## config.mk

```make
export PLATFORM = sky130hd
export DESIGN_NAME = flash_status_cmd
export DESIGN_NICKNAME = d
export VERILOG_FILES = /design/src/flash_status_pkg.sv /design/src/flash_status_cmd.sv /design/src/uart_byte_rx.sv
export SDC_FILE = /design/constraint.sdc
export NUM_CORES = 1
export LEC_CHECK = 0
export BUFFER_PORTS_ARGS = -buffer_cell sky130_fd_sc_hd__buf_4
export CORE_MARGIN = 4
export CORE_UTILIZATION = 55
export CTS_CLUSTER_DIAMETER = 200
export DETAILED_ROUTE_END_ITERATION = 12
export GPL_TIMING_DRIVEN = 0
export PLACE_DENSITY = 0.82
export SLEW_MARGIN = 20
export SYNTH_ARGS = -nofsm -noshare
export SYNTH_HDL_FRONTEND = slang
export SYNTH_SLANG_ARGS = --single-unit
```

## constraint.sdc

```tcl
create_clock -name clk_i -period 4.57 [get_ports clk_i]
set_input_delay 0.2285 -clock clk_i [delete_from_list [all_inputs] [get_ports clk_i]]
set_output_delay 0.2285 -clock clk_i [all_outputs]
set_load 0.01 [all_outputs]
```

## src/flash_status_pkg.sv

```systemverilog
// constants for the serial programming status command interpreter
package flash_status_pkg;
  localparam logic [7:0] MATCH1_A     = 8'h86;
  localparam logic [7:0] MATCH1_B     = 8'h30;
  localparam logic [7:0] MATCH2_A     = 8'h79;
  localparam logic [7:0] MATCH2_B     = 8'hCF;
  localparam logic [7:0] CMD_STATUS   = 8'hC3;
  localparam logic [7:0] CMD_SUM      = 8'h90;
  localparam logic [7:0] CMD_PRODUCT  = 8'hC0;
  localparam logic [7:0] CMD_WRITE    = 8'h30;
  localparam logic [7:0] CMD_READ     = 8'h70;
  localparam logic [7:0] CMD_LOADER   = 8'h60;
  localparam logic [7:0] CMD_ERASE    = 8'hF0;
  localparam logic [7:0] CMD_SECURITY = 8'hFA;
  localparam logic [7:0] ERR_CODE_A   = 8'hA1;
  localparam logic [7:0] ERR_CODE_C   = 8'h63;
  localparam logic [7:0] START_MARK   = 8'h3A;
  localparam logic [7:0] BYTE_COUNT   = 8'h04;
  localparam logic [7:0] RESERVED_VAL = 8'h00;
  localparam logic [7:0] STATUS_MASK  = 8'h0F;
  localparam logic [2:0] ERR_REPEAT   = 3'h3;
  localparam int         BIT_ERASE_PW = 3;
  localparam int         BIT_DEBUG_SC = 2;
  localparam int         BIT_SEC      = 1;
  localparam int         BIT_BLANK    = 0;
  localparam int         SAMPLES_W    = 16;
  localparam logic [7:0] LAST_REPLY   = 8'h06;
  // permission outcomes
  typedef enum logic [1:0] {PERM_OK, PERM_PASS, PERM_DENY} perm_t;
endpackage

```

## src/flash_status_cmd.sv

```systemverilog
// serial programming front end: matching, status command, permissions
`timescale 1ns/1ps
module flash_status_cmd
  import flash_status_pkg::*;
#(
  parameter int CW = SAMPLES_W
) (
  input  wire logic       clk_i,
  input  wire logic       rst_n_i,
  input  wire logic       rxd_i,
  input  wire logic       erase_password_check_flag_i,
  input  wire logic       debug_security_check_flag_i,
  input  wire logic       security_enabled_flag_i,
  input  wire logic       reserved_area_erased_i,
  output logic            txd_o,
  output logic            idle_o,
  output logic            cmd_start_o,
  output logic [7:0]      cmd_code_o,
  output logic            cmd_needs_password_o,
  output logic [7:0]      status_code_o
);
  typedef enum {P_MATCH1, P_MATCH2, P_CMD, P_REPLY, P_ERR, P_HALT,
                P_BUSY} proto_state_t;
  proto_state_t   state;
  logic           locked;
  logic [CW-1:0]  bit_time;
  logic           rx_valid;
  logic [7:0]     rx_byte;
  logic           tx_busy;
  logic           tx_go;
  logic [7:0]     tx_data;
  logic [CW-1:0]  tx_cnt;
  logic [3:0]     tx_bit;
  logic [9:0]     tx_shift;
  logic [7:0]     reply_idx;
  logic [2:0]     err_cnt;
  logic           halt_after;
  logic [1:0]     f_sync0;
  logic [1:0]     f_sync1;
  logic [1:0]     f_sync2;
  logic [1:0]     f_sync3;
  logic [7:0]     status;
  logic [7:0]     checksum;
  logic [7:0]     next_reply;
  perm_t          perm;
  logic           known;

  uart_byte_rx #(.CW(CW)) u_rx (
    .clk_i        (clk_i),
    .rst_n_i      (rst_n_i),
    .rxd_i        (rxd_i),
    .locked_o     (locked),
    .bit_time_o   (bit_time),
    .byte_valid_o (rx_valid),
    .byte_o       (rx_byte)
  );

  // ******************************************************************
  // flag synchronisers and status byte
  // ******************************************************************
  always_ff @(posedge clk_i) begin
    if (!rst_n_i) begin
      f_sync0 <= 2'h0;
      f_sync1 <= 2'h0;
      f_sync2 <= 2'h0;
      f_sync3 <= 2'h0;
    end else begin
      f_sync0 <= {f_sync0[0], erase_password_check_flag_i};
      f_sync1 <= {f_sync1[0], debug_security_check_flag_i};
      f_sync2 <= {f_sync2[0], security_enabled_flag_i};
      f_sync3 <= {f_sync3[0], reserved_area_erased_i};
    end
  end

  always_comb begin
    status = 8'h00;
    status[BIT_ERASE_PW] = f_sync0[1];
    status[BIT_DEBUG_SC] = f_sync1[1];
    status[BIT_SEC]   = f_sync2[1];
    status[BIT_BLANK] = ~f_sync3[1];
  end

  assign checksum = 8'h00 - (status & STATUS_MASK) - RESERVED_VAL;

  // ******************************************************************
  // permission decode
  // ******************************************************************
  always_comb begin
    perm  = PERM_DENY;
    known = 1'b1;
    case (rx_byte)
      CMD_STATUS, CMD_SUM, CMD_PRODUCT: perm = PERM_OK;
      CMD_WRITE, CMD_READ, CMD_LOADER: begin
        if (status[BIT_SEC]) perm = PERM_DENY;
        else if (status[BIT_BLANK]) perm = PERM_PASS;
        else perm = PERM_OK;
      end
      CMD_ERASE: begin
        // chip erase password on string check while the reserved area is not erased
        if (status[BIT_BLANK] && status[BIT_ERASE_PW]) perm = PERM_PASS;
        else perm = PERM_OK;
      end
      CMD_SECURITY: begin
        perm = status[BIT_BLANK] ? PERM_PASS : PERM_DENY;
      end
      default: known = 1'b0;
    endcase
  end

  always_comb begin
    case (reply_idx)
      8'h00:   next_reply = START_MARK;
      8'h01:   next_reply = BYTE_COUNT;
      8'h02:   next_reply = status & STATUS_MASK;
      8'h03:   next_reply = RESERVED_VAL;
      8'h04:   next_reply = RESERVED_VAL;
      8'h05:   next_reply = RESERVED_VAL;
      default: next_reply = checksum;
    endcase
  end

  // ******************************************************************
  // transmitter at the adjusted rate
  // ******************************************************************
  always_ff @(posedge clk_i) begin
    if (!rst_n_i) begin
      tx_busy  <= 1'b0;
      tx_cnt   <= '0;
      tx_bit   <= 4'h0;
      tx_shift <= 10'h3FF;
      txd_o    <= 1'b1;
    end else if (tx_go && !tx_busy) begin
      tx_busy  <= 1'b1;
      tx_cnt   <= '0;
      tx_bit   <= 4'h0;
      tx_shift <= {1'b1, tx_data, 1'b0};
      txd_o    <= 1'b0;
    end else if (tx_busy) begin
      tx_cnt <= tx_cnt + 1'b1;
      if (tx_cnt == bit_time - 1'b1) begin
        tx_cnt <= '0;
        tx_bit <= tx_bit + 1'b1;
        if (tx_bit == 4'h9) begin
          tx_busy <= 1'b0;
          txd_o   <= 1'b1;
        end else begin
          txd_o    <= tx_shift[1];
          tx_shift <= {1'b1, tx_shift[9:1]};
        end
      end
    end
  end

  // ******************************************************************
  // protocol sequencer
  // ******************************************************************
  always_ff @(posedge clk_i) begin
    if (!rst_n_i) begin
      state                <= P_MATCH1;
      tx_go                <= 1'b0;
      tx_data              <= 8'h00;
      reply_idx            <= 8'h00;
      err_cnt              <= 3'h0;
      halt_after           <= 1'b0;
      idle_o               <= 1'b0;
      cmd_start_o          <= 1'b0;
      cmd_code_o           <= 8'h00;
      cmd_needs_password_o <= 1'b0;
      status_code_o        <= 8'h00;
    end else begin
      tx_go         <= 1'b0;
      cmd_start_o   <= 1'b0;
      status_code_o <= status & STATUS_MASK;
      case (state)
        P_MATCH1: begin
          // receiver measured rate; echo the match byte
          if (locked && rx_valid && rx_byte == MATCH1_A && !tx_busy) begin
            tx_data <= MATCH1_A;
            tx_go   <= 1'b1;
            state   <= P_MATCH2;
          end
        end
        P_MATCH2: begin
          if (rx_valid && (rx_byte == MATCH2_A || rx_byte == MATCH2_B)) begin
            tx_data <= rx_byte;
            tx_go   <= 1'b1;
            state   <= P_CMD;
          end
        end
        P_CMD: begin
          if (rx_valid) begin
            if (!known) begin
              tx_data <= ERR_CODE_C;
              err_cnt <= 3'h0;
              state   <= P_ERR;
            end else begin
              tx_data    <= rx_byte;
              tx_go      <= 1'b1;
              cmd_code_o <= rx_byte;
              if (perm == PERM_DENY) begin
                state <= P_HALT;
              end else if (rx_byte == CMD_STATUS) begin
                reply_idx <= 8'h00;
                state     <= P_REPLY;
              end else begin
                cmd_start_o          <= 1'b1;
                cmd_needs_password_o <= (perm == PERM_PASS);
                state                <= P_BUSY;
              end
            end
          end
        end
        P_REPLY: begin
          if (!tx_busy && !tx_go) begin
            tx_data   <= next_reply;
            tx_go     <= 1'b1;
            reply_idx <= reply_idx + 8'h01;
            // back to command wait after checksum
            if (reply_idx == LAST_REPLY) state <= P_CMD;
          end
        end
        P_ERR: begin
          if (!tx_busy && !tx_go) begin
            if (err_cnt == ERR_REPEAT) begin
              state <= P_HALT;
            end else begin
              tx_go   <= 1'b1;
              err_cnt <= err_cnt + 3'h1;
            end
          end
        end
        P_BUSY: begin
          // other command bodies live elsewhere; resume on next byte
          if (!tx_busy && !tx_go) state <= P_CMD;
        end
        P_HALT: begin
          if (!tx_busy && !tx_go) idle_o <= 1'b1;
        end
        default: state <= P_HALT;
      endcase
    end
  end

  a_idle_sticky: assert property (@(posedge clk_i) disable iff (!rst_n_i)
    idle_o |=> idle_o) else $error("idle dropped without reset");
  a_idle_silent: assert property (@(posedge clk_i) disable iff (!rst_n_i)
    idle_o |-> !tx_go) else $error("transmit while idle");
  a_blank_bit: assert property (@(posedge clk_i) disable iff (!rst_n_i)
    $past(rst_n_i) |-> status_code_o[0] == $past(~f_sync3[1]))
    else $error("blank bit wrong");
  a_status_range: assert property (@(posedge clk_i) disable iff (!rst_n_i)
    status_code_o[7:4] == 4'h0) else $error("status out of range");
  a_sum_zero: assert property (@(posedge clk_i) disable iff (!rst_n_i)
    8'(checksum + (status & STATUS_MASK)) == 8'h00)
    else $error("checksum wrong");
  a_write_block: assert property (@(posedge clk_i) disable iff (!rst_n_i)
    (state == P_CMD && rx_valid && rx_byte == CMD_WRITE && status[BIT_SEC])
    |=> state == P_HALT) else $error("secured write allowed");
  a_status_ok: assert property (@(posedge clk_i) disable iff (!rst_n_i)
    (state == P_CMD && rx_valid && rx_byte == CMD_STATUS)
    |=> state == P_REPLY && tx_go) else $error("status refused");
  a_err_code: assert property (@(posedge clk_i) disable iff (!rst_n_i)
    (state == P_CMD && rx_valid && !known) |=> tx_data == ERR_CODE_C)
    else $error("wrong error code");
endmodule

```

## src/uart_byte_rx.sv

```systemverilog
// serial byte receiver with bit-time measured from the first start bit
`timescale 1ns/1ps
module uart_byte_rx
  import flash_status_pkg::*;
#(
  parameter int CW = SAMPLES_W
) (
  input  wire logic          clk_i,
  input  wire logic          rst_n_i,
  input  wire logic          rxd_i,
  output logic               locked_o,
  output logic [CW-1:0]      bit_time_o,
  output logic               byte_valid_o,
  output logic [7:0]         byte_o
);
  typedef enum {S_IDLE, S_MEAS, S_START, S_DATA, S_STOP} rx_state_t;
  rx_state_t        state;
  logic [CW-1:0]    cnt;
  logic [2:0]       bit_idx;
  logic [7:0]       shift;
  logic [1:0]       sync;
  logic             rxd;
  assign rxd = sync[1];
  always_ff @(posedge clk_i) begin
    if (!rst_n_i) sync <= 2'h3;
    else sync <= {sync[0], rxd_i};
  end
  // ******************************************************************
  // first byte: half the low run of start bit plus bit0 defines one bit time
  // ******************************************************************
  always_ff @(posedge clk_i) begin
    if (!rst_n_i) begin
      state        <= S_IDLE;
      cnt          <= '0;
      bit_idx      <= 3'h0;
      shift        <= 8'h00;
      locked_o     <= 1'b0;
      bit_time_o   <= '0;
      byte_valid_o <= 1'b0;
      byte_o       <= 8'h00;
    end else begin
      byte_valid_o <= 1'b0;
      case (state)
        S_IDLE: begin
          cnt <= '0;
          if (!rxd) state <= locked_o ? S_START : S_MEAS;
        end
        S_MEAS: begin
          cnt <= cnt + 1'b1;
          // low run is start plus bit0 of the first match value, two bits;
          // a first value with a longer low run would mis-measure
          if (rxd) begin
            bit_time_o <= CW'((cnt + 1'b1) >> 1);
            locked_o   <= 1'b1;
            state      <= S_DATA;
            shift      <= 8'h00;
            bit_idx    <= 3'h1;
            // half a bit in, so bits one to seven are sampled mid-bit
            cnt        <= CW'((cnt + 1'b1) >> 2);
          end
        end
        S_START: begin
          cnt <= cnt + 1'b1;
          if (cnt == (bit_time_o >> 1)) begin
            cnt     <= '0;
            bit_idx <= 3'h0;
            state   <= rxd ? S_IDLE : S_DATA;
          end
        end
        S_DATA: begin
          cnt <= cnt + 1'b1;
          if (cnt == bit_time_o - 1'b1) begin
            cnt     <= '0;
            shift   <= {rxd, shift[7:1]};
            bit_idx <= bit_idx + 1'b1;
            if (bit_idx == 3'h7) state <= S_STOP;
          end
        end
        S_STOP: begin
          cnt <= cnt + 1'b1;
          if (cnt == bit_time_o - 1'b1) begin
            byte_o       <= shift;
            byte_valid_o <= rxd;
            state        <= S_IDLE;
          end
        end
        default: state <= S_IDLE;
      endcase
    end
  end
endmodule
```

Yosys cells after proc, flatten, opt, wreduce, memory -nomap -nowiden
Cells that the tools add are included.
{ "word_totals": {"latch_bits": 0, "in_bits": 7, "memories": 0, "register_bits": 196, "output_inout_bits": 20, "word_cells": 221, "mem_bits_rw": 0, "mem_bits_ro": 0} }
{ "classes": {"n_mux": 78, "n_mul": 0, "addsub": 8, "shift": 0, "bitwise_logic": 8, "n_div": 0, "reduce_logical": 43, "eq_ne": 55, "order_cmp": 0} }
{ "ops": {"columns": ["op", "n"], "rows": [
  ["$mux W32", 14],
  ["$pmux W32 S7", 1],
  ["$pmux W32 S5", 1],
  ["$eq A32 B2 Y1 const B", 4],
  ["$eq A32 B3 Y1 const B", 4],
  ["$mux W8", 12],
  ["$pmux W16 S5", 1],
  ["$eq A32 B1 Y1 const B", 2],
  ["$logic_not A32 Y1", 2],
  ["$mux W16", 4],
  ["$pmux W8 S4", 2],
  ["$eq A8 B8 Y1 const B", 7],
  ["$mux W9", 4],
  ["$add A16 B1 Y16 const B", 2],
  ["$eq A16 B16 Y1", 2],
  ["$pmux W8 S2", 2],
  ["$mux W3", 10],
  ["$ne A2 B2 Y1 const B", 14],
  ["$eq A8 B3 Y1 const B", 3],
  ["$eq A8 B7 Y1 const B", 3],
  ["$mux W1", 19],
  ["$eq A16 B14 Y1", 1],
  ["$eq A8 B2 Y1 const B", 2],
  ["$sub A15 B1 Y16 const B", 1],
  ["other kinds (36)", 75]
]} }

Longest topological paths before layout
{ "depth": {"ltp_word": 9, "ltp_mapped": 12, "mapped_depth_nobuf": 10} }

Cells and area by module
From an unflattened synthesis, not the netlist that was laid out.
{ "hier_totals": {"cells_unflattened": 977, "hier_area_um2": 7853.8} }
{ "by_module_without_submodules": {"columns": ["mod", "area_per_inst_um2", "n_inst", "seq_area_each_um2", "cells_per_inst"], "rows": [
  ["flash_status_cmd", 4493.1, 1, 1521.5, 548],
  ["uart_byte_rx", 3360.7, 1, 1141.1, 429]
]} }

Least setup slack after synthesis
OpenSTA, ideal clock, no wires.
{ "synth_timing": {"path_kind": "flip-flop to flip-flop", "startpoint": "reg u_rx.bit_time_o[0]", "endpoint": "reg u_rx.cnt[2]", "path_buffers": 2, "stages_incl_launch_ff": 12, "setup_ns": 0.131, "synth_period_minus_slack_ns": 2.986, "path_slack_ns": 1.584, "arrival_ns": 2.855, "t_required_ns": 4.439, "path_cell_list": "dfxtp_1 > buf_6 > inv_1 > ha_1 > nor3b_4 > xnor2_1 > xnor2_1 > or4b_4 > or4_4 > a31oi_4 > buf_6 > o221ai_2"} }
{ "synth_between": {"elab_chain_cells": 4} }
{ "synth_lines": {"columns": ["element", "line", "source"], "rows": [
  ["start: declaration", "uart_byte_rx.sv:12", "output logic [CW-1:0] bit_time_o,"],
  ["start signal: assignment", "uart_byte_rx.sv:53", "bit_time_o <= CW'((cnt + 1'b1) >> 1);"],
  ["$sub A15 B1 Y16", "uart_byte_rx.sv:72", "if (cnt == bit_time_o - 1'b1) begin"],
  ["$eq A16 B16 Y1", "uart_byte_rx.sv:72", null],
  ["$mux W16", "uart_byte_rx.sv:72", null],
  ["$pmux W16 S5", "uart_byte_rx.sv:43", "case (state)"],
  ["end signal: assignment", "uart_byte_rx.sv:49", "cnt <= cnt + 1'b1;"],
  ["end signal: assignment", "uart_byte_rx.sv:71", "cnt <= cnt + 1'b1;"],
  ["end signal: assignment", "uart_byte_rx.sv:80", "cnt <= cnt + 1'b1;"],
  ["end: declaration", "uart_byte_rx.sv:18", "logic [CW-1:0] cnt;"]
]} }
Every way passes these cells.
A chain may end at the register's enable or synchronous reset.

Worst setup path in the final report
{ "layout_timing": {"startpoint": "reg u_rx.bit_time_o[1]", "endpoint": "reg u_rx.cnt[2]"} }
{ "layout_between": {"elab_chain_cells": 4, "word_cells_on_any_way": 6, "cone_classes": "add/sub (1); eq/ne (2); mux (3)"} }
{ "layout_lines": {"columns": ["element", "line"], "rows": [
  ["$sub A15 B1 Y16", "uart_byte_rx.sv:72"],
  ["$eq A16 B16 Y1", "uart_byte_rx.sv:72"],
  ["$mux W16", "uart_byte_rx.sv:72"],
  ["$pmux W16 S5 *", "uart_byte_rx.sv:43"]
]} }
Mark *: on every way between the ends. The rest lies on a longest branch, timed or not.

==> run_results.csv <==
group,metric,value,unit
floorplanning,dieWidth,124,um
synthesis,synth-compound-area-share,16.8,%
timing,tns,0,ns
timing,final_hold_viol_count,0,
placement,dpl.cell_count,1104,
cells_and_area,fill_cells,1115,
pwr,pwr-share-seq,39.3,%
synthesis,ys_seq_elements,133,
cells_and_area,nets,972,
clock_tree,clkLatencyLatePin,0.42,ns
synthesis,synth_top_family_by_area,"simple AND/OR/NAND/NOR gates",
floorplanning,start_util,56.1,%
global_routing,antenna_found_initial,0,
synthesis,syn_area,7430,um^2
clock_tree,cts_buffer_depth,2,
worst_setup_path,crit_chain,"inv_1 -> ha_1 -> xnor2_1 -> o211ai_1 -> a221oi_2 -> or4b_4 -> nor4_4 -> o21ai_1 -> o2111ai_1 -> o221ai_2",
timing,fin_crit,3.43,ns
worst_setup_path,cp_num_buf_inv,1,
clock_tree,cts_setup_buffers,0,
pwr,clock_power_share,49.5,%
worst_setup_path,ff2ff_setup_slack,1.14,ns
pwr,powerDensity,357,nW/um^2
clock_tree,cts_root_buf,"clkbuf_16",
route,avgViaCountPerCell,5.81,
placement,hpwl,12.8,mm
route,wl_met3,1.30,mm
synthesis,synthAdderAreaFrac,2.52,%
min_path,worstHoldEndpoint,"f_sync0[0]",
worst_setup_path,startpoint,"u_rx.bit_time_o[1]",
worst_setup_path,start_kind,"flop",
timing,period_share,75.0,%
route,vias,6613,
route,wl_met2,8.62,mm
synthesis,yosysSeqAreaShare,35.8,%
pwr,p_switching,778,uW
pwr,intPower,2260,uW
route,wl_per_cell,16.0,um
synthesis,synth_ff_type,"dfxtp_1",
worst_setup_path,crit_family,"compound AO/OA/AOI/OAI gates",
placement,place_congestion,0.906,
worst_setup_path,critical_path_class,"reg -> reg",
timing,hold-worst-slack,0.0125,ns
worst_setup_path,timing.rr.start,"u_rx.bit_time_o[1]",
route,first_pass_iters,6,
pwr,ir_drop,0.323,mV
min_path,hold_path_depth,2,
min_path,hold_path.class,"in -> reg",
synthesis,yosysMostFrequentCell,"dfxtp_1",
global_routing,first_global_vias,6213,
pwr,power_frac_comb,11.3,%
floorplanning,io_pins,27,
timing,slew_viol_final,0,
global_routing,grt_max_degree,17,
cells_and_area,area_growth,14.4,%
worst_setup_path,cp_max_fo,7,
worst_setup_path,slowest_delay,0.53,ns
synthesis,ys_top_cells_by_count,"dfxtp_1 (133), nor2_1 (123), nand2_1 (69)",
synthesis,synth_area_leaders,"dfxtp_1 (36%), nor2_1 (6.2%), xor2_1 (5.7%)",
clock_tree,cts_tree,"done",
route,drc,0,
global_routing,grt_overflow,0,
synthesis,muxShareOfSynthArea,2.44,%
cells_and_area,multi_input_area,4380,um^2
timing,setup_viol_count_final,0,
run_status,status,"finished clean",
synthesis,synth.largest_area_cell,"dfxtp_1",
floorplanning,std_cell_rows,42,
cells_and_area,layout-drive-gt1-share,9.35,%
synthesis,synth_top_area_share,35.8,%
synthesis,synth.distinct_cells,78,
flow_run,max_cap_violations,0,
worst_setup_path,cp_data_required_time,4.87,ns
pwr,netSwitchingFraction,25.6,%
synthesis,async_flop_share,0,%
synthesis,synth-simple-area-share,25.1,%
floorplanning,die_h,124,um
timing,clock-skew-final,0.00847,ns
timing,slew_headroom,37.4,%
worst_setup_path,r2r_end,"u_rx.cnt[2]",
global_routing,grt_pass1_wl,30.5,mm
synthesis,avgSynthCellArea,8.22,um^2
floorplanning,coreArea,13200,um^2
global_routing,grt.total_usage,23.7,%
min_path,hold_path_startpoint,"erase_password_check_flag_i",
placement,port_buffers,21,
worst_setup_path,arrival,3.72,ns
clock_tree,numCtsBuffers,17,
route,drtAntennaViolNets,0,
timing,worst_pin_slew,0.930,ns
synthesis,yosys_warnings,0,
timing,rsz0062_at_grt,"no",
worst_setup_path,crit_path_end_kind,"flop",
worst_setup_path,reg2regPathDepth,10,
route,highest_layer,"met4",
pwr,p_leak,0.00350,uW
floorplanning,die_area,15400,um^2
clock_tree,path_clk_slew,0.06,ns
timing,max_freq,292,MHz
clock_tree,clock-sinks,133,
cells_and_area,ff_latch_area,2660,um^2
synthesis,synth_edf_count,0,
route,drt_wl_total,18.2,mm
cells_and_area,fin_cells,1139,
worst_setup_path,cpMaxStageDelayCell,"or4b_4",
route,m1WireLength,8.01,mm
clock_tree,cts_max_level,4,
synthesis,syn_inst,904,
synthesis,synth-xor-area-share,11.9,%
cells_and_area,antenna_cells,0,
route,drt_iter0_drc,668,
==> power groups by stage <==
stage / logic, uW / clock network, uW / registers (uW)
after global routing: 375 / 1580 / 1190
after floorplan: 261 / 0 / 1210
after CTS: 336 / 1520 / 1190
after global placement: 327 / 0 / 1220
final: 342 / 1500 / 1190
after detailed placement: 331 / 0 / 1220
==> timing repair <==
action                    CTS  global route
hold buffers                3             0
hold endpoints to repair    3             0
gates resized for setup     0             0
==> per-layer routing <==
layer	up-vias	track usage, %
met2	247	39.0
met3	24	6.09
met5	-	0
met1	3067	30.5
li1	3275	-
met4	0	7.48
==> worst max-delay path by stage <==
stage              endpoint  slack (ns)  cells past startpoint
2_1_floorplan   u_rx.cnt[2]        1.58                     11
3_3_place_gp    u_rx.cnt[2]        1.27                     11
3_5_place_dp    u_rx.cnt[2]        1.23                     11
4_1_cts         u_rx.cnt[2]        1.22                     11
5_1_grt        reply_idx[7]        0.97                      9
6_report        u_rx.cnt[2]        1.14                     10
==> through the flow <==
stage	setup slack [ns]	total power (uW)	utilization [%]	instance area, um^2
2_1_floorplan	1.58	1470	-	7450
3_3_place_gp	1.27	1540	59.1	7820
3_5_place_dp	1.23	1550	59.1	7820
4_1_cts	1.22	3040	64.2	8500
5_1_grt	0.973	3150	64.2	8500
6_report	1.14	3030	64.2	8500
==> registers in the layout, summed over array words and instances (netlist names), 4 cells and up <==
name             cells
status_code_o        4
tx_shift             8
tx_bit               4
u_rx.cnt            16
tx_data              8
tx_cnt              16
u_rx.bit_time_o     15
cmd_code_o           8
reply_idx            8
u_rx.byte_o          8
u_rx.shift           8
==> layout make-up <==
cell class	instances	share of cell area (%)
plain buffers	68	3.66
clock buffers	18	5.16
clock inverters	14	2.49
inverters	24	1.06
multi-input cells	682	51.5
flip-flops and latches	133	31.3
well taps	176	2.59
repair buffers	24	2.21
==> worst reg2reg max path, delay by kind of cell, from the launching register on <==
| kind | cells | cell delay (ns) |
|---|---|---|
| flip-flops | 1 | 0.45 |
| AO/OA/AOI/OAI | 5 | 1.19 |
| buffers and inverters | 1 | 0.07 |
| AND/OR/NAND/NOR | 2 | 1.04 |
| XOR/XNOR | 1 | 0.36 |
| adder cells (fa/ha/maj) | 1 | 0.21 |
==> cells in the final DEF, fill, tap and decap left out, drive strengths merged, types with 29 or more instances in the layout <==
cell / Yosys / routed
dfxtp: 133 / 133
xor2: 48 / 48
a21oi: 63 / 63
xnor2: 40 / 40
nor2: 124 / 124
nand3: 43 / 43
inv: 23 / 29
o21ai: 38 / 38
clkbuf: 51 / 69
buf: 17 / 38
nand2: 70 / 70
==> logic make-up after synthesis <==
kind of cell / after synthesis
buffers and inverters: 92
flip-flops: 133
adder cells (fa/ha/maj): 15
multiplexers: 18
other: 1
AO/OA/AOI/OAI: 189
AND/OR/NAND/NOR: 363
XOR/XNOR: 93
Note: power is estimated with default switching activity, not from simulation.
